**src/uflow_regs.vh**
```
// Register offsets, field positions and constants of the flow control UART.
`ifndef UFLOW_REGS_VH
`define UFLOW_REGS_VH
`define UF_A_DATA 4'h0
`define UF_A_IER 4'h1
`define UF_A_ISR 4'h2
`define UF_A_LCR 4'h3
`define UF_A_MCR 4'h4
`define UF_A_EFR 4'h5
`define UF_A_XON1 4'h6
`define UF_A_XON2 4'h7
`define UF_A_XOFF1 4'h8
`define UF_A_XOFF2 4'h9
`define UF_A_STAT 4'hA
`define UF_RST8 8'h00
`define UF_EFR_CTS 7
`define UF_EFR_RTS 6
`define UF_EFR_SPC 5
`define UF_EFR_UNLK 4
`define UF_EFR_TXM 3:2
`define UF_EFR_RXM 1:0
`define UF_IER_CTS 7
`define UF_IER_RTS 6
`define UF_IER_SW 5
`define UF_IER_HI 7:4
`define UF_IER_RXT 0
`define UF_MCR_IR 6
`define UF_MCR_INV 2
`define UF_MCR_RTS 1
`define UF_FCR_TRIG 7:6
`define UF_LCR_WL 1:0
`define UF_SW_OFF 2'h0
`define UF_SW_ONE 2'h1
`define UF_SW_TWO 2'h2
`define UF_TRIG_1 5'h01
`define UF_TRIG_4 5'h04
`define UF_TRIG_8 5'h08
`define UF_TRIG_14 5'h0E
`define UF_FULL 5'h10
`define UF_EMPTY 5'h00
`define UF_WL_BASE 4'h5
`define UF_PH_MID 4'h7
`define UF_PH_LAST 4'hF
`define UF_IR_WIDTH 4'h3
`define UF_TWO_CHAR_SHIFT 5'h00
`endif

```
**src/uflow_tx.v**
```verilog
// Transmit serializer with optional infrared pulse encoding.
`timescale 1ns/100ps
`include "uflow_regs.vh"
module uflow_tx (
  input wire core_clk,
  input wire resetn,
  input wire tick,
  input wire start,
  input wire [7:0] data,
  input wire [1:0] wl_sel,
  input wire irda,
  output reg busy,
  output reg txd
);
  reg [9:0] sh_r;
  reg [3:0] nb_r;
  reg [3:0] ph_r;
  wire [3:0] wl = {2'b00, wl_sel} + `UF_WL_BASE;
  wire [7:0] keep = 8'hFF >> (4'h8 - wl);

  always @(posedge core_clk) begin
    if (!resetn) begin
      busy <= 1'b0;
      sh_r <= 10'h3FF;
      nb_r <= 4'h0;
      ph_r <= 4'h0;
      txd <= 1'b1;
    end else begin
      if (start && !busy) begin
        // Bits above the word length read as one, so the stop bit lands
        // right after the last data bit.
        sh_r <= {1'b1, data | ~keep, 1'b0};
        nb_r <= wl + 4'h2;
        ph_r <= 4'h0;
        busy <= 1'b1;
      end else if (busy && tick) begin
        ph_r <= ph_r + 4'h1;
        if (ph_r == `UF_PH_LAST) begin
          sh_r <= {1'b1, sh_r[9:1]};
          nb_r <= nb_r - 4'h1;
          if (nb_r == 4'h1)
            busy <= 1'b0;
        end
      end
      if (irda)
        txd <= busy && !sh_r[0] && (ph_r < `UF_IR_WIDTH);
      else
        txd <= busy ? sh_r[0] : 1'b1;
    end
  end
endmodule // uflow_tx

```
**src/uflow_rx.v**
```verilog
// Receive deserializer with optional infrared decoding and, in infrared mode only, polarity invert.
`timescale 1ns/100ps
`include "uflow_regs.vh"
module uflow_rx (
  input wire core_clk,
  input wire resetn,
  input wire tick,
  input wire rxd,
  input wire [1:0] wl_sel,
  input wire irda,
  input wire inv,
  output reg valid,
  output reg [7:0] data
);
  reg act_r;
  reg [3:0] ph_r;
  reg [3:0] bn_r;
  reg acc_r;
  reg [7:0] sh_r;
  wire [3:0] wl = {2'b00, wl_sel} + `UF_WL_BASE;
  wire line = irda ? (rxd ^ inv) : rxd;
  // High while the line shows a zero bit: a pulse in infrared mode.
  wire zb = irda ? line : ~line;
  wire cap = irda ? (ph_r == `UF_PH_LAST) : (ph_r == `UF_PH_MID);
  // The sample taken at the decision tick already belongs to the next bit,
  // so only the pulses gathered over the bit itself decide its value.
  wire bitv = irda ? ~acc_r : ~zb;

  always @(posedge core_clk) begin
    if (!resetn) begin
      act_r <= 1'b0;
      ph_r <= 4'h0;
      bn_r <= 4'h0;
      acc_r <= 1'b0;
      sh_r <= `UF_RST8;
      valid <= 1'b0;
      data <= `UF_RST8;
    end else begin
      valid <= 1'b0;
      if (tick) begin
        if (!act_r) begin
          if (zb) begin
            act_r <= 1'b1;
            ph_r <= 4'h0;
            bn_r <= 4'h0;
            acc_r <= 1'b0;
          end
        end else begin
          ph_r <= ph_r + 4'h1;
          acc_r <= (ph_r == `UF_PH_LAST) ? 1'b0 : (acc_r | zb);
          if (cap) begin
            if (bn_r == 4'h0) begin
              if (bitv)
                act_r <= 1'b0;
            end else if (bn_r <= wl) begin
              sh_r <= {bitv, sh_r[7:1]};
            end else begin
              valid <= 1'b1;
              data <= sh_r >> (4'h8 - wl);
              act_r <= 1'b0;
            end
            bn_r <= bn_r + 4'h1;
          end
        end
      end
    end
  end
endmodule // uflow_rx

```
**src/uflow_top.v**
```verilog
// Flow control UART core: registers, receive FIFO, RTS/CTS and Xon/Xoff.
//
// The register addresses and the strobed register port were left to the implementer.
`timescale 1ns/100ps
`include "uflow_regs.vh"
module uflow_top #(
  parameter DEPTH = 16,
  parameter AW = 4,
  parameter [15:0] DIV16 = 16'h0001
) (
  input wire core_clk,
  input wire resetn,
  input wire [3:0] reg_addr,
  input wire [7:0] reg_wdata,
  input wire reg_wr,
  input wire reg_rd,
  output reg [7:0] reg_rdata,
  input wire serial_in,
  output wire serial_out,
  input wire cts_n,
  output reg rts_n,
  output reg irq
);
  function [4:0] trig_at;
    input [1:0] s;
    case (s)
      2'h0: trig_at = `UF_TRIG_1;
      2'h1: trig_at = `UF_TRIG_4;
      2'h2: trig_at = `UF_TRIG_8;
      default: trig_at = `UF_TRIG_14;
    endcase
  endfunction

  function [4:0] trig_up;
    input [1:0] s;
    case (s)
      2'h0: trig_up = `UF_TRIG_4;
      2'h1: trig_up = `UF_TRIG_8;
      2'h2: trig_up = `UF_TRIG_14;
      default: trig_up = `UF_FULL;
    endcase
  endfunction

  function [4:0] trig_dn;
    input [1:0] s;
    case (s)
      2'h0: trig_dn = `UF_EMPTY;
      2'h1: trig_dn = `UF_TRIG_1;
      2'h2: trig_dn = `UF_TRIG_4;
      default: trig_dn = `UF_TRIG_8;
    endcase
  endfunction

  function same;
    input [7:0] a;
    input [7:0] b;
    input [1:0] w;
    reg [7:0] m;
    begin
      m = 8'hFF >> (2'h3 - w);
      same = ((a ^ b) & m) == 8'h00;
    end
  endfunction

  reg [7:0] ier_r, lcr_r, mcr_r, efr_r, fcr_r;
  reg [7:0] xon1_r, xon2_r, xoff1_r, xoff2_r;
  reg [7:0] rxf_mem [0:DEPTH-1];
  reg [AW-1:0] wp_r, rp_r;
  reg [AW:0] cnt_r;
  reg [15:0] div_r;
  reg tick_r;
  reg [7:0] thr_r;
  reg thr_v_r;
  reg proc_v_r, pend_v_r, pend_off_r, sw_halt_r;
  reg [7:0] proc_d_r, pend_d_r;
  reg isr_fc_r, spc_r, rts_off_r, cts_q_r;
  reg timing_r, off_sent_r, fc_off_r, fc_sec_r;
  reg [1:0] fc_left_r;
  reg [8:0] timer_r;
  wire tx_busy, rx_v;
  wire [7:0] rx_byte;

  wire irda = mcr_r[`UF_MCR_IR];
  wire [1:0] wsel = lcr_r[`UF_LCR_WL];
  wire [1:0] tsel = fcr_r[`UF_FCR_TRIG];
  wire [1:0] rxm = efr_r[`UF_EFR_RXM];
  wire [1:0] txm = efr_r[`UF_EFR_TXM];
  wire [4:0] fill = cnt_r;
  wire full = fill == `UF_FULL;
  wire rx_trig = fill >= trig_at(tsel);
  wire pop = reg_rd && (reg_addr == `UF_A_DATA) && (fill != `UF_EMPTY);
  wire isr_rd = reg_rd && (reg_addr == `UF_A_ISR);
  wire cts_block = efr_r[`UF_EFR_CTS] && cts_n;
  wire [3:0] wl2 = {2'b00, wsel} + `UF_WL_BASE + 4'h2;

  // Receive character classification.
  wire m_on1 = same(proc_d_r, xon1_r, wsel);
  wire m_on2 = same(proc_d_r, xon2_r, wsel);
  wire m_off1 = same(proc_d_r, xoff1_r, wsel);
  wire m_off2 = same(proc_d_r, xoff2_r, wsel);
  reg fifo_we, keep_proc, pend_set, pend_clr, set_halt, clr_halt, spc_hit;
  reg [7:0] fifo_wd;

  always @* begin
    fifo_we = 1'b0;
    fifo_wd = proc_d_r;
    keep_proc = 1'b0;
    pend_set = 1'b0;
    pend_clr = 1'b0;
    set_halt = 1'b0;
    clr_halt = 1'b0;
    spc_hit = 1'b0;
    if (proc_v_r) begin
      if (pend_v_r) begin
        pend_clr = 1'b1;
        if (pend_off_r ? m_off2 : m_on2) begin
          set_halt = pend_off_r;
          clr_halt = !pend_off_r;
        end else begin
          // The held first character was ordinary data after all; store it
          // now and look at the current one again next cycle.
          fifo_we = !full;
          fifo_wd = pend_d_r;
          keep_proc = 1'b1;
        end
      end else if ((rxm == `UF_SW_TWO) && (m_off1 || m_on1)) begin
        pend_set = 1'b1;
      end else if ((rxm == `UF_SW_ONE) && m_off1) begin
        set_halt = 1'b1;
      end else if ((rxm == `UF_SW_ONE) && m_on1) begin
        clr_halt = 1'b1;
      end else begin
        fifo_we = !full;
        spc_hit = efr_r[`UF_EFR_SPC] && m_off2;
      end
    end
  end

  // Transmit arbitration: flow characters go ahead of host data.
  reg tx_go;
  reg [7:0] tx_data;
  always @* begin
    tx_go = 1'b0;
    if (fc_off_r)
      tx_data = fc_sec_r ? xoff2_r : xoff1_r;
    else
      tx_data = fc_sec_r ? xon2_r : xon1_r;
    if (!tx_busy) begin
      if (fc_left_r != 2'h0) begin
        tx_go = 1'b1;
      end else if (thr_v_r && !sw_halt_r && !cts_block) begin
        tx_go = 1'b1;
        tx_data = thr_r;
      end
    end
  end

  wire rts_auto = efr_r[`UF_EFR_RTS] && mcr_r[`UF_MCR_RTS];
  wire rts_nxt = rts_auto ? rts_off_r : ~mcr_r[`UF_MCR_RTS];
  wire [4:0] up = trig_up(tsel);
  wire [4:0] dn = trig_dn(tsel);

  always @(posedge core_clk) begin
    if (!resetn) begin
      ier_r <= `UF_RST8;
      lcr_r <= `UF_RST8;
      mcr_r <= `UF_RST8;
      efr_r <= `UF_RST8;
      fcr_r <= `UF_RST8;
      xon1_r <= `UF_RST8;
      xon2_r <= `UF_RST8;
      xoff1_r <= `UF_RST8;
      xoff2_r <= `UF_RST8;
      thr_r <= `UF_RST8;
      thr_v_r <= 1'b0;
    end else begin
      if (tx_go && (fc_left_r == 2'h0))
        thr_v_r <= 1'b0;
      if (reg_wr) begin
        if (reg_addr == `UF_A_DATA) begin
          thr_r <= reg_wdata;
          thr_v_r <= 1'b1;
        end else if (reg_addr == `UF_A_IER) begin
          ier_r[3:0] <= reg_wdata[3:0];
          if (efr_r[`UF_EFR_UNLK])
            ier_r[`UF_IER_HI] <= reg_wdata[`UF_IER_HI];
        end else if (reg_addr == `UF_A_ISR) begin
          fcr_r <= reg_wdata;
        end else if (reg_addr == `UF_A_LCR) begin
          lcr_r <= reg_wdata;
        end else if (reg_addr == `UF_A_MCR) begin
          mcr_r <= reg_wdata;
        end else if (reg_addr == `UF_A_EFR) begin
          efr_r <= reg_wdata;
        end else if (reg_addr == `UF_A_XON1) begin
          xon1_r <= reg_wdata;
        end else if (reg_addr == `UF_A_XON2) begin
          xon2_r <= reg_wdata;
        end else if (reg_addr == `UF_A_XOFF1) begin
          xoff1_r <= reg_wdata;
        end else if (reg_addr == `UF_A_XOFF2) begin
          xoff2_r <= reg_wdata;
        end
      end
    end
  end

  always @(posedge core_clk) begin
    if (fifo_we)
      rxf_mem[wp_r] <= fifo_wd;
  end

  always @(posedge core_clk) begin
    if (!resetn) begin
      div_r <= 16'h0000;
      tick_r <= 1'b0;
      wp_r <= {AW{1'b0}};
      rp_r <= {AW{1'b0}};
      cnt_r <= {(AW+1){1'b0}};
      proc_v_r <= 1'b0;
      proc_d_r <= `UF_RST8;
      pend_v_r <= 1'b0;
      pend_off_r <= 1'b0;
      pend_d_r <= `UF_RST8;
      sw_halt_r <= 1'b0;
      spc_r <= 1'b0;
      isr_fc_r <= 1'b0;
      rts_off_r <= 1'b0;
      rts_n <= 1'b1;
      cts_q_r <= 1'b0;
      irq <= 1'b0;
      reg_rdata <= `UF_RST8;
    end else begin
      tick_r <= (div_r == DIV16 - 16'h0001);
      div_r <= (div_r == DIV16 - 16'h0001) ? 16'h0000 : div_r + 16'h0001;
      if (fifo_we)
        wp_r <= wp_r + 1'b1;
      if (pop)
        rp_r <= rp_r + 1'b1;
      if (fifo_we && !pop)
        cnt_r <= cnt_r + 1'b1;
      else if (pop && !fifo_we)
        cnt_r <= cnt_r - 1'b1;
      proc_v_r <= rx_v || keep_proc;
      if (rx_v)
        proc_d_r <= rx_byte;
      if (pend_set) begin
        pend_v_r <= 1'b1;
        pend_off_r <= m_off1;
        pend_d_r <= proc_d_r;
      end else if (pend_clr) begin
        pend_v_r <= 1'b0;
      end
      if (set_halt)
        sw_halt_r <= 1'b1;
      else if (clr_halt)
        sw_halt_r <= 1'b0;
      if (spc_hit)
        spc_r <= 1'b1;
      else if (isr_rd)
        spc_r <= 1'b0;
      if (fill >= up)
        rts_off_r <= 1'b1;
      else if (fill <= dn)
        rts_off_r <= 1'b0;
      rts_n <= rts_nxt;
      cts_q_r <= cts_n;
      // A new event in the reading cycle wins over the clear.
      if ((ier_r[`UF_IER_RTS] && rts_nxt && !rts_n) ||
          (ier_r[`UF_IER_CTS] && cts_n && !cts_q_r))
        isr_fc_r <= 1'b1;
      else if (isr_rd)
        isr_fc_r <= 1'b0;
      irq <= isr_fc_r || (ier_r[`UF_IER_SW] && (sw_halt_r || spc_r)) ||
             (ier_r[`UF_IER_RXT] && rx_trig);
      reg_rdata <= `UF_RST8;
      if (reg_rd) begin
        if (reg_addr == `UF_A_DATA)
          reg_rdata <= (fill != `UF_EMPTY) ? rxf_mem[rp_r] : `UF_RST8;
        else if (reg_addr == `UF_A_IER)
          reg_rdata <= ier_r;
        else if (reg_addr == `UF_A_ISR)
          reg_rdata <= {2'b00, isr_fc_r, sw_halt_r | spc_r, 3'b000, rx_trig};
        else if (reg_addr == `UF_A_LCR)
          reg_rdata <= lcr_r;
        else if (reg_addr == `UF_A_MCR)
          reg_rdata <= mcr_r;
        else if (reg_addr == `UF_A_EFR)
          reg_rdata <= efr_r;
        else if (reg_addr == `UF_A_XON1)
          reg_rdata <= xon1_r;
        else if (reg_addr == `UF_A_XON2)
          reg_rdata <= xon2_r;
        else if (reg_addr == `UF_A_XOFF1)
          reg_rdata <= xoff1_r;
        else if (reg_addr == `UF_A_XOFF2)
          reg_rdata <= xoff2_r;
        else if (reg_addr == `UF_A_STAT)
          reg_rdata <= {sw_halt_r, rts_off_r, off_sent_r, fill};
      end
    end
  end

  // Automatic Xoff/Xon sending on receive FIFO level.
  always @(posedge core_clk) begin
    if (!resetn) begin
      timing_r <= 1'b0;
      timer_r <= 9'h000;
      off_sent_r <= 1'b0;
      fc_left_r <= 2'h0;
      fc_off_r <= 1'b0;
      fc_sec_r <= 1'b0;
    end else begin
      if (tx_go && (fc_left_r != 2'h0)) begin
        fc_left_r <= fc_left_r - 2'h1;
        fc_sec_r <= 1'b1;
      end
      if (txm == `UF_SW_OFF) begin
        timing_r <= 1'b0;
        off_sent_r <= 1'b0;
      end else if (timing_r) begin
        if (tick_r)
          timer_r <= timer_r - 9'h001;
        if (timer_r == 9'h000) begin
          timing_r <= 1'b0;
          off_sent_r <= 1'b1;
          fc_off_r <= 1'b1;
          fc_sec_r <= 1'b0;
          fc_left_r <= (txm == `UF_SW_TWO) ? 2'h2 : 2'h1;
        end
      end else if (!off_sent_r && rx_trig) begin
        // Two character times counted in 16x ticks.
        timing_r <= 1'b1;
        timer_r <= {wl2, `UF_TWO_CHAR_SHIFT};
      end else if (off_sent_r && (fill <= dn) && (fc_left_r == 2'h0)) begin
        off_sent_r <= 1'b0;
        fc_off_r <= 1'b0;
        fc_sec_r <= 1'b0;
        fc_left_r <= (txm == `UF_SW_TWO) ? 2'h2 : 2'h1;
      end
    end
  end

  uflow_tx u_tx (
    .core_clk(core_clk),
    .resetn(resetn),
    .tick(tick_r),
    .start(tx_go),
    .data(tx_data),
    .wl_sel(wsel),
    .irda(irda),
    .busy(tx_busy),
    .txd(serial_out)
  );

  uflow_rx u_rx (
    .core_clk(core_clk),
    .resetn(resetn),
    .tick(tick_r),
    .rxd(serial_in),
    .wl_sel(wsel),
    .irda(irda),
    .inv(mcr_r[`UF_MCR_INV]),
    .valid(rx_v),
    .data(rx_byte)
  );
endmodule // uflow_top

```
**config.mk**
```make
export PLATFORM = sky130hd
export DESIGN_NAME = uflow_top
export DESIGN_NICKNAME = d
export VERILOG_FILES = /design/src/uflow_tx.v /design/src/uflow_rx.v /design/src/uflow_top.v
export VERILOG_INCLUDE_DIRS = /design/src
export SDC_FILE = /design/constraint.sdc
export NUM_CORES = 1
export LEC_CHECK = 0
export BUFFER_PORTS_ARGS = -buffer_cell sky130_fd_sc_hd__buf_2
export CAP_MARGIN = 25
export CORE_MARGIN = 3
export CORE_UTILIZATION = 55
export CTS_BUF_LIST = sky130_fd_sc_hd__clkbuf_4 sky130_fd_sc_hd__clkbuf_8
export DETAILED_ROUTE_END_ITERATION = 6
export GPL_ROUTABILITY_DRIVEN = 1
export MAX_ROUTING_LAYER = met4
export PLACE_DENSITY = 0.68
export SYNTH_ARGS = -nofsm -noshare
export SYNTH_HDL_FRONTEND = slang
export SYNTH_HIERARCHICAL = 1
export SYNTH_SLANG_ARGS = --single-unit
```
**constraint.sdc**
```tcl
create_clock -name core_clk -period 3.8 [get_ports core_clk]
set_clock_uncertainty 0.1 [all_clocks]
set_input_delay 0.38 -clock core_clk [delete_from_list [all_inputs] [get_ports core_clk]]
set_output_delay 0.38 -clock core_clk [all_outputs]
set_load 0.005 [all_outputs]
```
# Yosys cells after proc, flatten, opt, wreduce, memory -nomap -nowiden
# Memory sizes are Yosys's and may differ from the RTL's. A register that Yosys moved wholly into a read port is not among the register bits.
# Index checks and enable logic that the tools add are counted.
dict set report totals {
  ff_bits 206
  ram_bits 128
  input_bits 18
  output_inout_bits 11
  word_cells 354
  n_memories 1
}
# name depth width rd rd_clocked_by_memory_dff write_ports line
set mem_list {}
lappend mem_list {rxf_mem 16 8 1 1 1 uflow_top.v:67} ;# reg [7:0] rxf_mem [0:DEPTH-1];
dict set report classes {
  add_sub_neg 15
  n_lt_le_gt_ge 5
  eq_ne 24
  shift 3
  n_mux 130
  bitwise 33
  n_reduce_logical 95
}
# operator n
set ops {}
lappend ops {{2-to-1 mux 8 bit} 21}
lappend ops {{2-to-1 mux 1 bit} 82}
lappend ops {{2-to-1 mux 9 bit} 6}
lappend ops {{2-to-1 mux 4 bit} 9}
lappend ops {{bitwise AND 8 bit} 4}
lappend ops {{zero test 8 bit} 4}
lappend ops {{bitwise XOR 8 bit} 4}
lappend ops {{logical AND 1 bit} 28}
lappend ops {{nonzero test 2 bit} 13}
lappend ops {{case mux 4 bit (3 select lines)} 2}
lappend ops {{adder 4 x 1 -> 4 bit (second input constant)} 5}
lappend ops {{== test 4 x 3 -> 1 bit (second input constant)} 5}
lappend ops {{== test 4 bit (second input constant)} 5}
lappend ops {{NOT 1 bit} 20}
lappend ops {{adder 16 x 1 -> 16 bit (second input constant)} 1}
lappend ops {{zero test 16 bit} 1}
lappend ops {{case mux 5 bit (3 select lines)} 1}
lappend ops {{AND reduction 3 bit} 5}
lappend ops {{AND reduction 5 bit} 3}
lappend ops {{2-to-1 mux 2 bit} 7}
lappend ops {{AND reduction 4 bit} 3}
lappend ops {{zero test 1 bit} 11}
lappend ops {{AND reduction 11 bit} 1}
lappend ops {{>= comparator 5 bit} 2}
lappend ops {{40 further kinds} 62}

# Depth between registers and ports, before layout
# Gate-level depths: netlist (run 1).
dict set report depth {
  depth_word 14
  mapped_depth 16
}

# Modules after synthesis
# Netlist (run 1), hierarchy kept.
# module instances cells_each area_each_um2 seq_area_each_um2
set by_module_without_submodules {}
lappend by_module_without_submodules {uflow_top 1 1154 13287.7 7006.7}
lappend by_module_without_submodules {uflow_rx 1 163 1512.7 540.5}
lappend by_module_without_submodules {uflow_tx 1 122 1223.7 380.4}

# Least setup slack after synthesis (run 1)
# OpenSTA, ideal clock, no wires.
dict set report synth_path {
  path_kind {register to register}
  startpoint {reg lcr_r[0]}
  endpoint {reg cnt_r[4]}
  setup_time_ns 0.128
  t_arrival_ns 3.151
  setup_slack_ns 0.421
  stages_incl_launch_ff 17
  period_less_slack_ns 3.379
  cell_sequence {dfxtp_1 inv_1 ha_1 o211ai_1 or4_4 a22oi_4 nor2_2 buf_6 ha_1 inv_1 ha_1 nor2b_1 o21a_1 or3_1 a21oi_1 xnor2_1 nor2_1}
}
dict set report synth_between {
  elab_chain_cells 13
}
# item line
set synth_rtl {}
lappend synth_rtl {{start: declaration} uflow_top.v:65} ;# reg [7:0] ier_r, lcr_r, mcr_r, efr_r, fcr_r;
lappend synth_rtl {{start signal: assignment} uflow_top.v:166} ;# lcr_r <= `UF_RST8;
lappend synth_rtl {{start signal: assignment} uflow_top.v:190} ;# lcr_r <= reg_wdata;
lappend synth_rtl {{subtractor 2 bit (*)} uflow_top.v:60} ;# m = 8'hFF >> (2'h3 - w);
lappend synth_rtl {{>> shifter 8 x 2 -> 8 bit (*)} uflow_top.v:60}
lappend synth_rtl {{bitwise AND 8 bit} uflow_top.v:61} ;# same = ((a ^ b) & m) == 8'h00;
lappend synth_rtl {{zero test 8 bit} uflow_top.v:61}
lappend synth_rtl {{logical AND 1 bit} uflow_top.v:130} ;# end else if ((rxm == `UF_SW_ONE) && m_on1) begin
lappend synth_rtl {{2-to-1 mux 1 bit} uflow_top.v:130}
lappend synth_rtl {{2-to-1 mux 1 bit} uflow_top.v:128} ;# end else if ((rxm == `UF_SW_ONE) && m_off1) begin
lappend synth_rtl {{2-to-1 mux 1 bit} uflow_top.v:126} ;# end else if ((rxm == `UF_SW_TWO) && (m_off1 || m_on1)) begin
lappend synth_rtl {{2-to-1 mux 1 bit (*)} uflow_top.v:114} ;# if (pend_v_r) begin
lappend synth_rtl {{2-to-1 mux 1 bit (*)} uflow_top.v:113} ;# if (proc_v_r) begin
lappend synth_rtl {{net fifo_we} uflow_top.v:101} ;# reg fifo_we, keep_proc, pend_set, pend_clr, set_halt, clr_halt, spc_hit;
lappend synth_rtl {{zero test 1 bit} uflow_top.v:242} ;# else if (pop && !fifo_we)
lappend synth_rtl {{logical AND 1 bit} uflow_top.v:242}
lappend synth_rtl {{nonzero test 2 bit (no line)} --}
lappend synth_rtl {{end signal: assignment} uflow_top.v:219} ;# cnt_r <= {(AW+1){1'b0}};
lappend synth_rtl {{end signal: assignment} uflow_top.v:241} ;# cnt_r <= cnt_r + 1'b1;
lappend synth_rtl {{end signal: assignment} uflow_top.v:243} ;# cnt_r <= cnt_r - 1'b1;
lappend synth_rtl {{end: declaration} uflow_top.v:69} ;# reg [AW:0] cnt_r;
# The timed path passes the listed nets; every way through them passes the cells marked *.
# A chain may end at the register's enable or synchronous reset.

# Final worst setup path (run 1)
dict set report layout_path {
  startpoint {reg proc_d_r[0]}
  endpoint {reg cnt_r[4]}
}
dict set report layout_between {
  elab_chain_cells 12
}
# item line
set layout_rtl {}
lappend layout_rtl {{start: declaration} uflow_top.v:75} ;# reg [7:0] proc_d_r, pend_d_r;
lappend layout_rtl {{start signal: assignment} uflow_top.v:221} ;# proc_d_r <= `UF_RST8;
lappend layout_rtl {{start signal: assignment} uflow_top.v:246} ;# proc_d_r <= rx_byte;
lappend layout_rtl {{bitwise XOR 8 bit} uflow_top.v:61}
lappend layout_rtl {{bitwise AND 8 bit} uflow_top.v:61}
lappend layout_rtl {{zero test 8 bit} uflow_top.v:61}
lappend layout_rtl {{logical AND 1 bit} uflow_top.v:130}
lappend layout_rtl {{2-to-1 mux 1 bit} uflow_top.v:130}
lappend layout_rtl {{2-to-1 mux 1 bit} uflow_top.v:128}
lappend layout_rtl {{2-to-1 mux 1 bit} uflow_top.v:126}
lappend layout_rtl {{2-to-1 mux 1 bit (*)} uflow_top.v:114}
lappend layout_rtl {{2-to-1 mux 1 bit (*)} uflow_top.v:113}
lappend layout_rtl {{zero test 1 bit} uflow_top.v:242}
lappend layout_rtl {{logical AND 1 bit} uflow_top.v:242}
lappend layout_rtl {{nonzero test 2 bit (no line)} --}
# Mark *: on every way between the ends. The rest lies on a longest branch, timed or not.

==> impl_metrics.tcl, run 1 <==
set metrics [dict create \
    status "completed" \
    switching_share_pct 24.8 \
    finalPower_mw 7.71 \
    power_density_nw_per_um2 437 \
    cp_max_fo 7 \
    finalHoldViolCount 0 \
    antenna_found_initial 0 \
    io_pins 29 \
    synth_area_um2 16000 \
    gr-max-usage-layer "met2" \
    r2r_slack_ns 0.20 \
    met2_usage_pct 39.7 \
    crit_arrival_ns 3.96 \
    yosys_register_bits 332 \
    vias 11226 \
    multi_input_area_um2 7490 \
    routedWlPerCell_um 20.6 \
    core_um2 28200 \
    critical_path.slowest_cell "dfxtp_1" \
    grt_pass1_vias 10764 \
    drc 0 \
    yosysSeqAreaShare_pct 49.5 \
    placed_cell_area_um2 16500 \
    ant_nets 0 \
    yosys.area_share.simple_pct 13.9 \
    p_switching_mw 1.91 \
    min_from "reg_rd" \
    synthTopCellsByCount "dfxtp_1, nor2_1, edfxtp_1" \
    crit_top_cell "ha_1" \
    cts_sinks 332 \
    yosys.area_share.adder_pct 3.56 \
    relSlewSlack_pct 31.3 \
    place_congestion 0.975 \
    area_growth_syn_to_layout_pct 10.2 \
    synth-xor-area-share_pct 3.72 \
    r2r-end "cnt_r[4]" \
    clk_latency_ns 0.59 \
    placed_cells 1788 \
    yosysTopAreaCellShare_pct 25.5 \
    fill_cells 2294 \
    synth_top_family_by_area "multiplexers" \
    grt_pass1_wl_mm 60.3 \
    die-area_um2 31200 \
    fin_crit_ns 3.60 \
    finalCritPeriodShare_pct 94.8 \
    cts_buffer_depth 3 \
    synthesis.nets 1502 \
    vdd_drop_max_uv 443 \
    clk_pin_slew_ns 0.06 \
    hp-class "primary input to register" \
    combPwrFrac_pct 8.5 \
    yosysWarnings 6 \
    max_freq_mhz 278 \
    power_frac_clock_pct 41.6 \
    final_area_um2 17700 \
    cts_root_buffer "clkbuf_8" \
    maxSlewViolCount 0 \
    use_met3_pct 4.31 \
    cp_cell_sequence "xor2_1 -> nor4_1 -> o2111ai_1 -> a22oi_4 -> nor2_4 -> ha_1 -> inv_1 -> ha_1 -> nor2b_1 -> o21a_1 -> or3_1 -> a21oi_1 -> xnor2_1 -> nor2_1" \
    diodes 0 \
    rsz0062_at_grt "no" \
    synthCells 1439 \
    dieHeight_um 177 \
    synth_mux_area_share_pct 15.8 \
    instances_no_fill 1888 \
    p_int_mw 5.80 \
    synth_edf_count 128 \
    synth_most_common_cell "dfxtp_1" \
    r2r_start "proc_d_r[0]" \
    grt_max_degree 68 \
    cts_tree "built" \
    async_reset_ff_share_pct 0 \
    synth_top_cell_by_area "dfxtp_1" \
    ys_types 84 \
    gr-total-overflow 0 \
    drtIter0Drc 923 \
    critPathKind "register to register" \
    regArea_um2 7930 \
    hold_depth 3 \
    htree_levels 2 \
    placementRows 61 \
    required_ns 4.16 \
    vias_per_cell 5.95 \
    layout-drive-gt1-share_pct 17.5 \
    fin_nets 1531 \
    synth-compound-area-share_pct 9.63 \
    grt_usage_pct 25.5 \
    port_buffers 28 \
    cts-buffers-inserted 54 \
    drt_wl_total_mm 38.8 \
    power_frac_seq_pct 49.8 \
    worstMarginPinSlew_ns 1.03 \
    critPathCaptureType "register" \
    ys.flop_type "dfxtp_1" \
    ys_top_cells_by_area "dfxtp_1, edfxtp_1, mux2i_1" \
    initial_core_util_pct 56.7 \
    slowest_delay_ns 0.52 \
    finalSetupViolCount 0 \
    die_width_um 177 \
    reg2reg_depth 14 \
    cap_violations 0 \
    startpoint_type "register" \
    p_leak_nw 6.54 \
    first_pass_iters 5 \
    dp_hpwl_mm 26.9 \
    syn_avg_cell_area_um2 11.1 \
    grt_use_met1_pct 33.6 \
]
[worst max path at each step]
stage	startpoint	end	slack [ns]	cells past startpoint
5_1_grt	proc_d_r[0]	cnt_r[4]	0.01	14
2_1_floorplan	lcr_r[0]	cnt_r[4]	0.42	16
3_3_place_gp	lcr_r[1]	cnt_r[4]	0.04	15
6_report	proc_d_r[0]	cnt_r[4]	0.20	14
4_1_cts	proc_d_r[0]	cnt_r[4]	0.15	14
3_5_place_dp	lcr_r[1]	cnt_r[4]	-0.02	15
[per-stage QoR]
stage | util [%] | setup TNS, ns | worst slack, ns | hold slack (ns)
finish | 62.5 | 0 | 0.199 | 0.0585
global route | 62.5 | 0 | 0.0104 | 0.0496
CTS | 62.5 | 0 | 0.152 | 0.0319
detailed placement | 58.4 | -0.0180 | -0.0180 | 0.346
global placement | 58.3 | 0 | 0.0379 | 0.342
floorplan | - | 0 | 0.421 | 0.330
[power by group through the flow]
stage               registers (mW)  logic [mW]  clock network, mW
detailed placement            3.92       0.648                  0
CTS                           3.84       0.655               3.28
finish                        3.84       0.659               3.21
global placement              3.91       0.638                  0
global route                  3.85       0.721               3.44
floorplan                     3.88       0.519                  0
[critical path, delay by kind of cell, from the launching register on]
| family | cells | cell delay (ns) |
|---|---|---|
| AND/OR/NAND/NOR | 5 | 0.99 |
| XOR/XNOR | 2 | 0.25 |
| adder cells (fa/ha/maj) | 2 | 0.49 |
| flip-flops | 1 | 0.52 |
| buffers and inverters | 1 | 0.12 |
| AO/OA/AOI/OAI | 4 | 0.99 |
[cell usage in the layout, fill, tap and decap left out, types with 27 or more instances in the layout]
master / count
dfxtp_1: 203
nor2_1: 164
edfxtp_1: 128
mux2i_1: 122
nand2_1: 89
clkbuf_8: 66
a21oi_1: 59
inv_1: 46
mux4_2: 45
ha_1: 44
nand3_1: 37
o21ai_0: 37
xnor2_1: 34
xor2_1: 34
nor3_1: 33
buf_4: 32
buf_2: 28
mux2_2: 27
[routing by layer]
metal	routed length (um)	vias to the layer above
met4	1460	0
met3	2430	102
li1	-	5307
met5	0	-
met2	18000	375
met1	16900	5442
[cell families after synthesis]
kind of cell / after synthesis
and+or+nand+nor: 454
DFF: 332
AOI/OAI and AO/OA: 209
muxes: 194
buffers and inverters: 137
xor gates and xnor gates: 68
adders and majority gates: 45
[timing repair]
item                       CTS  global route
setup endpoints to repair    1             1
pin swaps                    0             1
hold buffers                 1             0
resized for setup            1             0
buffers inserted             0             1
hold endpoints to repair     1             0
gates cloned                 0             0
[area by class of cell]
class	instances	area share [%]
Inverter	47	1.01
Sequential cell	332	44.9
Clock inverter	9	0.376
Tap cell	378	2.68
Multi-Input combinational cell	970	42.4
Clock buffer	89	6.12
Timing Repair Buffer	63	2.48
[state kept, by name (all words and copies together), names as in the netlist, 5 cells and up, named ones only]
register,flops
proc_d_r,8
xoff2_r,8
reg_rdata,8
cnt_r,5
mcr_r,8
lcr_r,8
xon2_r,8
pend_d_r,8
xoff1_r,8
div_r,16
timer_r,9
thr_r,8
ier_r,8
efr_r,8
u_rx/data,8
rxf_mem,128
xon1_r,8
u_tx/sh_r,9
u_rx/sh_r,8
Power figures use the tool's default switching activity.
==> run 2, diff against run 1 <==
--- a/config.mk
+++ b/config.mk
@@ -11,10 +11,12 @@
 export CORE_MARGIN = 3
 export CORE_UTILIZATION = 55
 export CTS_BUF_LIST = sky130_fd_sc_hd__clkbuf_4 sky130_fd_sc_hd__clkbuf_8
+export CTS_CLUSTER_DIAMETER = 200
 export DETAILED_ROUTE_END_ITERATION = 6
 export GPL_ROUTABILITY_DRIVEN = 1
 export MAX_ROUTING_LAYER = met4
 export PLACE_DENSITY = 0.68
+export REMOVE_ABC_BUFFERS = 1
 export SYNTH_ARGS = -nofsm -noshare
 export SYNTH_HDL_FRONTEND = slang
 export SYNTH_HIERARCHICAL = 1
==> run 2 against run 1 <==
Critical path depth is 1 lower. Sequential share of layout area about the same. Count of clock-buffer cells in the layout fell by 7. Register-to-register slack improved by 0.05 ns. First-iteration DRC count is 3.3% lower. Design area is 0.13% higher. Core utilization up 0.080 points. Via count decreased by 0.37%. Power up 0.90%. Die area is the same. Combinational power is essentially flat. Clock power up 2%. Largest cell class unchanged.
==> impl_metrics.tcl, run 2 (synthesis results as in run 1) <==
set metrics [dict create \
    status "completed" \
    cts-buffers-inserted 54 \
    layout-drive-gt1-share_pct 17.8 \
    gr-total-overflow 0 \
    fin_crit_ns 3.55 \
    drt_wl_total_mm 38.4 \
    vias 11185 \
    regArea_um2 7930 \
    routed-wl-met3_mm 2.39 \
    routed-wl-met2_mm 17.9 \
    p_int_mw 5.82 \
    clk_pin_slew_ns 0.06 \
    grt_pass1_wl_mm 60.5 \
    first_pass_iters 5 \
    fin_tns_setup_ns 0 \
    die-area_um2 31200 \
    vdd_drop_max_uv 374 \
    finalHoldViolCount 0 \
    instances_no_fill 1891 \
    cts_buffer_depth 3 \
    drc 0 \
    hp-class "primary input to register" \
    htree_levels 2 \
    diodes 0 \
    initial_core_util_pct 56.7 \
    fill_cells 2262 \
    startpoint_type "register" \
    final_cell_mix "dfxtp_1, nor2_1, edfxtp_1" \
    die_width_um 177 \
    combPwrFrac_pct 8.4 \
    clk_latency_ns 0.61 \
    mostFrequentLayoutCell "dfxtp_1" \
    dp_slack_ns 0.0536 \
    worst_slack_ns 0.247 \
    required_ns 4.18 \
    multi_input_area_um2 7490 \
    placementRows 61 \
    port_buffers 28 \
    power_frac_seq_pct 49.4 \
    finalPower_mw 7.78 \
    relSlewSlack_pct 41.0 \
    vias_per_cell 5.91 \
    power_density_nw_per_um2 440 \
    crit_arrival_ns 3.93 \
    m1WireLength_mm 16.6 \
    largest_reg_flops 128 \
    regMostFlops "rxf_mem" \
    grt_max_degree 65 \
    critPathCaptureType "register" \
    max_freq_mhz 281 \
    critPathKind "register to register" \
    grt_pass1_vias 10968 \
    antenna_found_initial 0 \
    placed_cells 1786 \
    finalCritPeriodShare_pct 93.5 \
    fin_nets 1531 \
    dp_hpwl_mm 25.9 \
    cts_root_buffer "clkbuf_8" \
    reg_top3 "rxf_mem: 128 flops, div_r: 16 flops" \
    core_um2 28200 \
    area_growth_syn_to_layout_pct 10.3 \
    io_pins 29 \
    routedWlPerCell_um 20.3 \
    ant_nets 0 \
    switching_share_pct 25.2 \
    p_switching_mw 1.96 \
    maxSlewViolCount 0 \
    place_congestion 0.964 \
    p_leak_nw 6.55 \
    cts_tree "built" \
    finalSetupViolCount 0 \
    rsz0062_at_grt "no" \
    cts_sinks 332 \
    final_util_pct 62.6 \
    worstMarginPinSlew_ns 0.884 \
    power_frac_clock_pct 42.2 \
    grt_usage_pct 25.4 \
    cp_max_fo 6 \
    dieHeight_um 177 \
    cap_violations 0 \
    drtIter0Drc 893 \
    top_layer "met4" \
]
[run 2: per-stage QoR]
stage	hold slack [ns]	cell area, um2
final	0.0737	17700
after global routing	0.0595	17700
after CTS	0.0427	17600
after detailed placement	0.348	16400
after global placement	0.340	16400
after floorplan	0.330	15600
[run 2: worst max-delay path: stages, from the launching register on]
cell	delay (ns)
dfxtp_1	0.36
nor4_1	0.77
nand2_1	0.27
nand2_1	0.25
nor2_4	0.07
ha_1	0.23
inv_1	0.11
ha_1	0.27
nor2b_1	0.16
o21a_1	0.17
or3_1	0.30
a21oi_1	0.18
xnor2_1	0.14
nor2_1	0.05
[run 2: worst paths after layout]
path         slack (ns)         start       end  depth (start not counted)
max                0.25      cnt_r[1]  cnt_r[4]                         13
min                0.07  reg_wdata[5]  efr_r[5]                          3
max reg2reg        0.25      cnt_r[1]  cnt_r[4]                         13
min reg2reg        0.36         spc_r     spc_r                          2
[run 2: what timing repair did]
item / 4_1_cts / 5_1_grt
endpoints found under the hold margin: 3 / 0
hold buffers: 2 / 0
setup buffers: 0 / 1
setup endpoints to repair: 0 / 1
gates resized for setup: 0 / 3
[run 2: layer usage]
layer / GRT usage [%] / vias up
met5: - / -
met1: 33.1 / 5417
met2: 39.9 / 364
met3: 4.31 / 93
li1: - / 5311
met4: 9.92 / 0
[run 2: area by class of cell]
class                           count  share of cell area (%)
Clock inverter                     19                   0.842
Multi-Input combinational cell    970                    42.4
Clock buffer                       82                    5.82
Inverter                           47                    1.01
Sequential cell                   332                    44.9
Timing Repair Buffer               63                    2.42
Tap cell                          378                    2.68
[run 2: power groups by stage]
stage	Clock [mW]	Sequential (mW)	Combinational, mW
after floorplan	0	3.93	0.395
after global placement	0	3.92	0.637
after detailed placement	0	3.92	0.647
after CTS	3.35	3.84	0.653
after global routing	3.52	3.85	0.720
final	3.28	3.85	0.656
==> run 3, diff against run 2 <==
--- a/config.mk
+++ b/config.mk
@@ -9,13 +9,13 @@
 export BUFFER_PORTS_ARGS = -buffer_cell sky130_fd_sc_hd__buf_2
 export CAP_MARGIN = 25
 export CORE_MARGIN = 3
-export CORE_UTILIZATION = 55
+export CORE_UTILIZATION = 40
 export CTS_BUF_LIST = sky130_fd_sc_hd__clkbuf_4 sky130_fd_sc_hd__clkbuf_8
 export CTS_CLUSTER_DIAMETER = 200
 export DETAILED_ROUTE_END_ITERATION = 6
 export GPL_ROUTABILITY_DRIVEN = 1
 export MAX_ROUTING_LAYER = met4
-export PLACE_DENSITY = 0.68
+export PLACE_DENSITY = 0.52
 export REMOVE_ABC_BUFFERS = 1
 export SYNTH_ARGS = -nofsm -noshare
 export SYNTH_HDL_FRONTEND = slang
==> run 3 against run 2 <==
Power is 1.7% higher. Sequential power hardly changed. Cell count is 7.9% higher. Core utilization is 17 points lower. Critical path type unchanged. Design area is 1.4% higher. Worst hold slack worse by 0.034 ns. Largest power group unchanged.
==> impl_metrics.tcl, run 3 (synthesis results as in run 1) <==
set metrics [dict create \
    status "completed" \
    startpoint_type "register" \
    hp-class "primary input to register" \
    critPathKind "register to register" \
    critPathCaptureType "register" \
    diodes 0 \
    routedWlPerCell_um 20.5 \
    first_pass_iters 5 \
    grt_max_degree 46 \
    clk_pin_slew_ns 0.06 \
    clk_latency_ns 0.66 \
    io_pins 29 \
    regMostFlops "rxf_mem" \
    drt_wl_total_mm 41.9 \
    grt_usage_pct 20.5 \
    gr-total-overflow 0 \
    cts_buffer_depth 3 \
    largest_reg_flops 128 \
    crit_arrival_ns 3.96 \
    critical_path.slowest_cell "or4_4" \
    p_leak_nw 6.59 \
    grt_pass1_vias 10905 \
    core_um2 39100 \
    die-area_um2 42500 \
    fin_nets 1540 \
    drtIter0Drc 772 \
    finalPower_mw 7.92 \
    vdd_drop_max_uv 273 \
    initial_core_util_pct 41.0 \
    cts-buffers-inserted 57 \
    maxSlewViolCount 0 \
    finalSetupViolCount 0 \
    finalHoldViolCount 0 \
    vias 11093 \
    worstMarginPinSlew_ns 0.864 \
    cp_top_family "simple AND/OR/NAND/NOR gates" \
    antenna_found_initial 0 \
    cp_max_fo 5 \
    slowest_delay_ns 0.53 \
    fill_cells 3650 \
    grt_pass1_wl_mm 64.9 \
    mostFrequentLayoutCell "dfxtp_1" \
    drc 0 \
    dp_hpwl_mm 29.0 \
    power_density_nw_per_um2 442 \
    reg_top3 "rxf_mem: 128 flops, div_r: 16 flops" \
    layout-drive-gt1-share_pct 18.3 \
    htree_levels 2 \
    dp_slack_ns 0.188 \
    ant_nets 0 \
    cts_sinks 332 \
    r2r_slack_ns 0.26 \
    cap_violations 0 \
    placed_cells 1933 \
    required_ns 4.22 \
    placementRows 72 \
    relSlewSlack_pct 42.3 \
    instances_no_fill 2040 \
    rsz0062_at_grt "no" \
    worst_slack_ns 0.261 \
    finalCritPeriodShare_pct 93.1 \
    max_freq_mhz 283 \
    cts_setup_buffers 0 \
    dieHeight_um 206 \
    area_growth_syn_to_layout_pct 11.8 \
    cp_cell_sequence "inv_1 -> ha_2 -> o211ai_1 -> or4_4 -> a22oi_4 -> nor2_2 -> ha_1 -> inv_1 -> ha_1 -> nor2b_1 -> o21a_1 -> or3_1 -> a21oi_1 -> xnor2_1 -> nor2_1" \
    die_width_um 206 \
    vias_per_cell 5.44 \
    place_congestion 0.889 \
    crit_buf_inv 2 \
    final_cell_mix "dfxtp_1, nor2_1, edfxtp_1" \
    fin_crit_ns 3.54 \
    cts_tree "built" \
    cts_root_buffer "clkbuf_8" \
    port_buffers 28 \
    fin_tns_setup_ns 0 \
]
[run 3: changes by cell type in the layout (fill, tap and decap cells not counted), sizes merged]
cell	change
buf	+6
bufinv	+1
clkbuf	+6
inv	-4
[run 3: stage by stage]
step / area [um2] / utilization (%) / hold WS [ns]
6_report: 17900 / 45.8 / 0.0394
5_1_grt: 17900 / 45.8 / 0.0461
4_1_cts: 17900 / 45.8 / 0.00703
3_5_place_dp: 16700 / 42.6 / 0.351
3_3_place_gp: 16700 / 42.6 / 0.347
2_1_floorplan: 15600 / - / 0.330
[run 3: cell type report]
cell class | instances | area (um2) | share of cell area, %
Multi-Input combinational cell | 970 | 7480 | 41.8
Inverter | 47 | 178 | 0.991
Sequential cell | 332 | 7930 | 44.3
Clock inverter | 16 | 151 | 0.845
Timing Repair Buffer | 69 | 473 | 2.64
Tap cell | 518 | 648 | 3.62
Clock buffer | 88 | 1050 | 5.89
[run 3: worst reg2reg max path, cell delays in order (launching register included)]
cell and delay, ns:
dfxtp_1 0.35, inv_1 0.10, ha_2 0.24, o211ai_1 0.17, or4_4 0.53, a22oi_4 0.23, nor2_2 0.10, ha_1 0.24
inv_1 0.11, ha_1 0.26, nor2b_1 0.15, o21a_1 0.17, or3_1 0.31, a21oi_1 0.18, xnor2_1 0.14, nor2_1 0.05
[run 3: path summary, 6_finish.rpt]
| kind | from | endpoint | depth (start not counted) |
|---|---|---|---|
| max | lcr_r[0] | cnt_r[4] | 15 |
| max reg2reg | lcr_r[0] | cnt_r[4] | 15 |
| min | reg_wdata[4] | ier_r[4] | 3 |
| min reg2reg | spc_r | spc_r | 2 |
[run 3: power breakdown]
group	internal (mW)	switching [mW]	total [mW]
logic	0.244	0.419	0.662
clock network	1.91	1.51	3.41
registers	3.75	0.0883	3.84
[run 3: timing repair]
action | CTS | global route
setup endpoints to repair | 0 | 1
hold buffers | 2 | 0
resized for setup | 0 | 4
hold endpoints to repair | 3 | 0
[run 3: routing by layer]
metal  GRT usage (%)  share of wire (%)
met1            28.1                 46
met5               -                  0
met3            3.70                5.4
met2            31.3                 46
met4            5.89                2.5
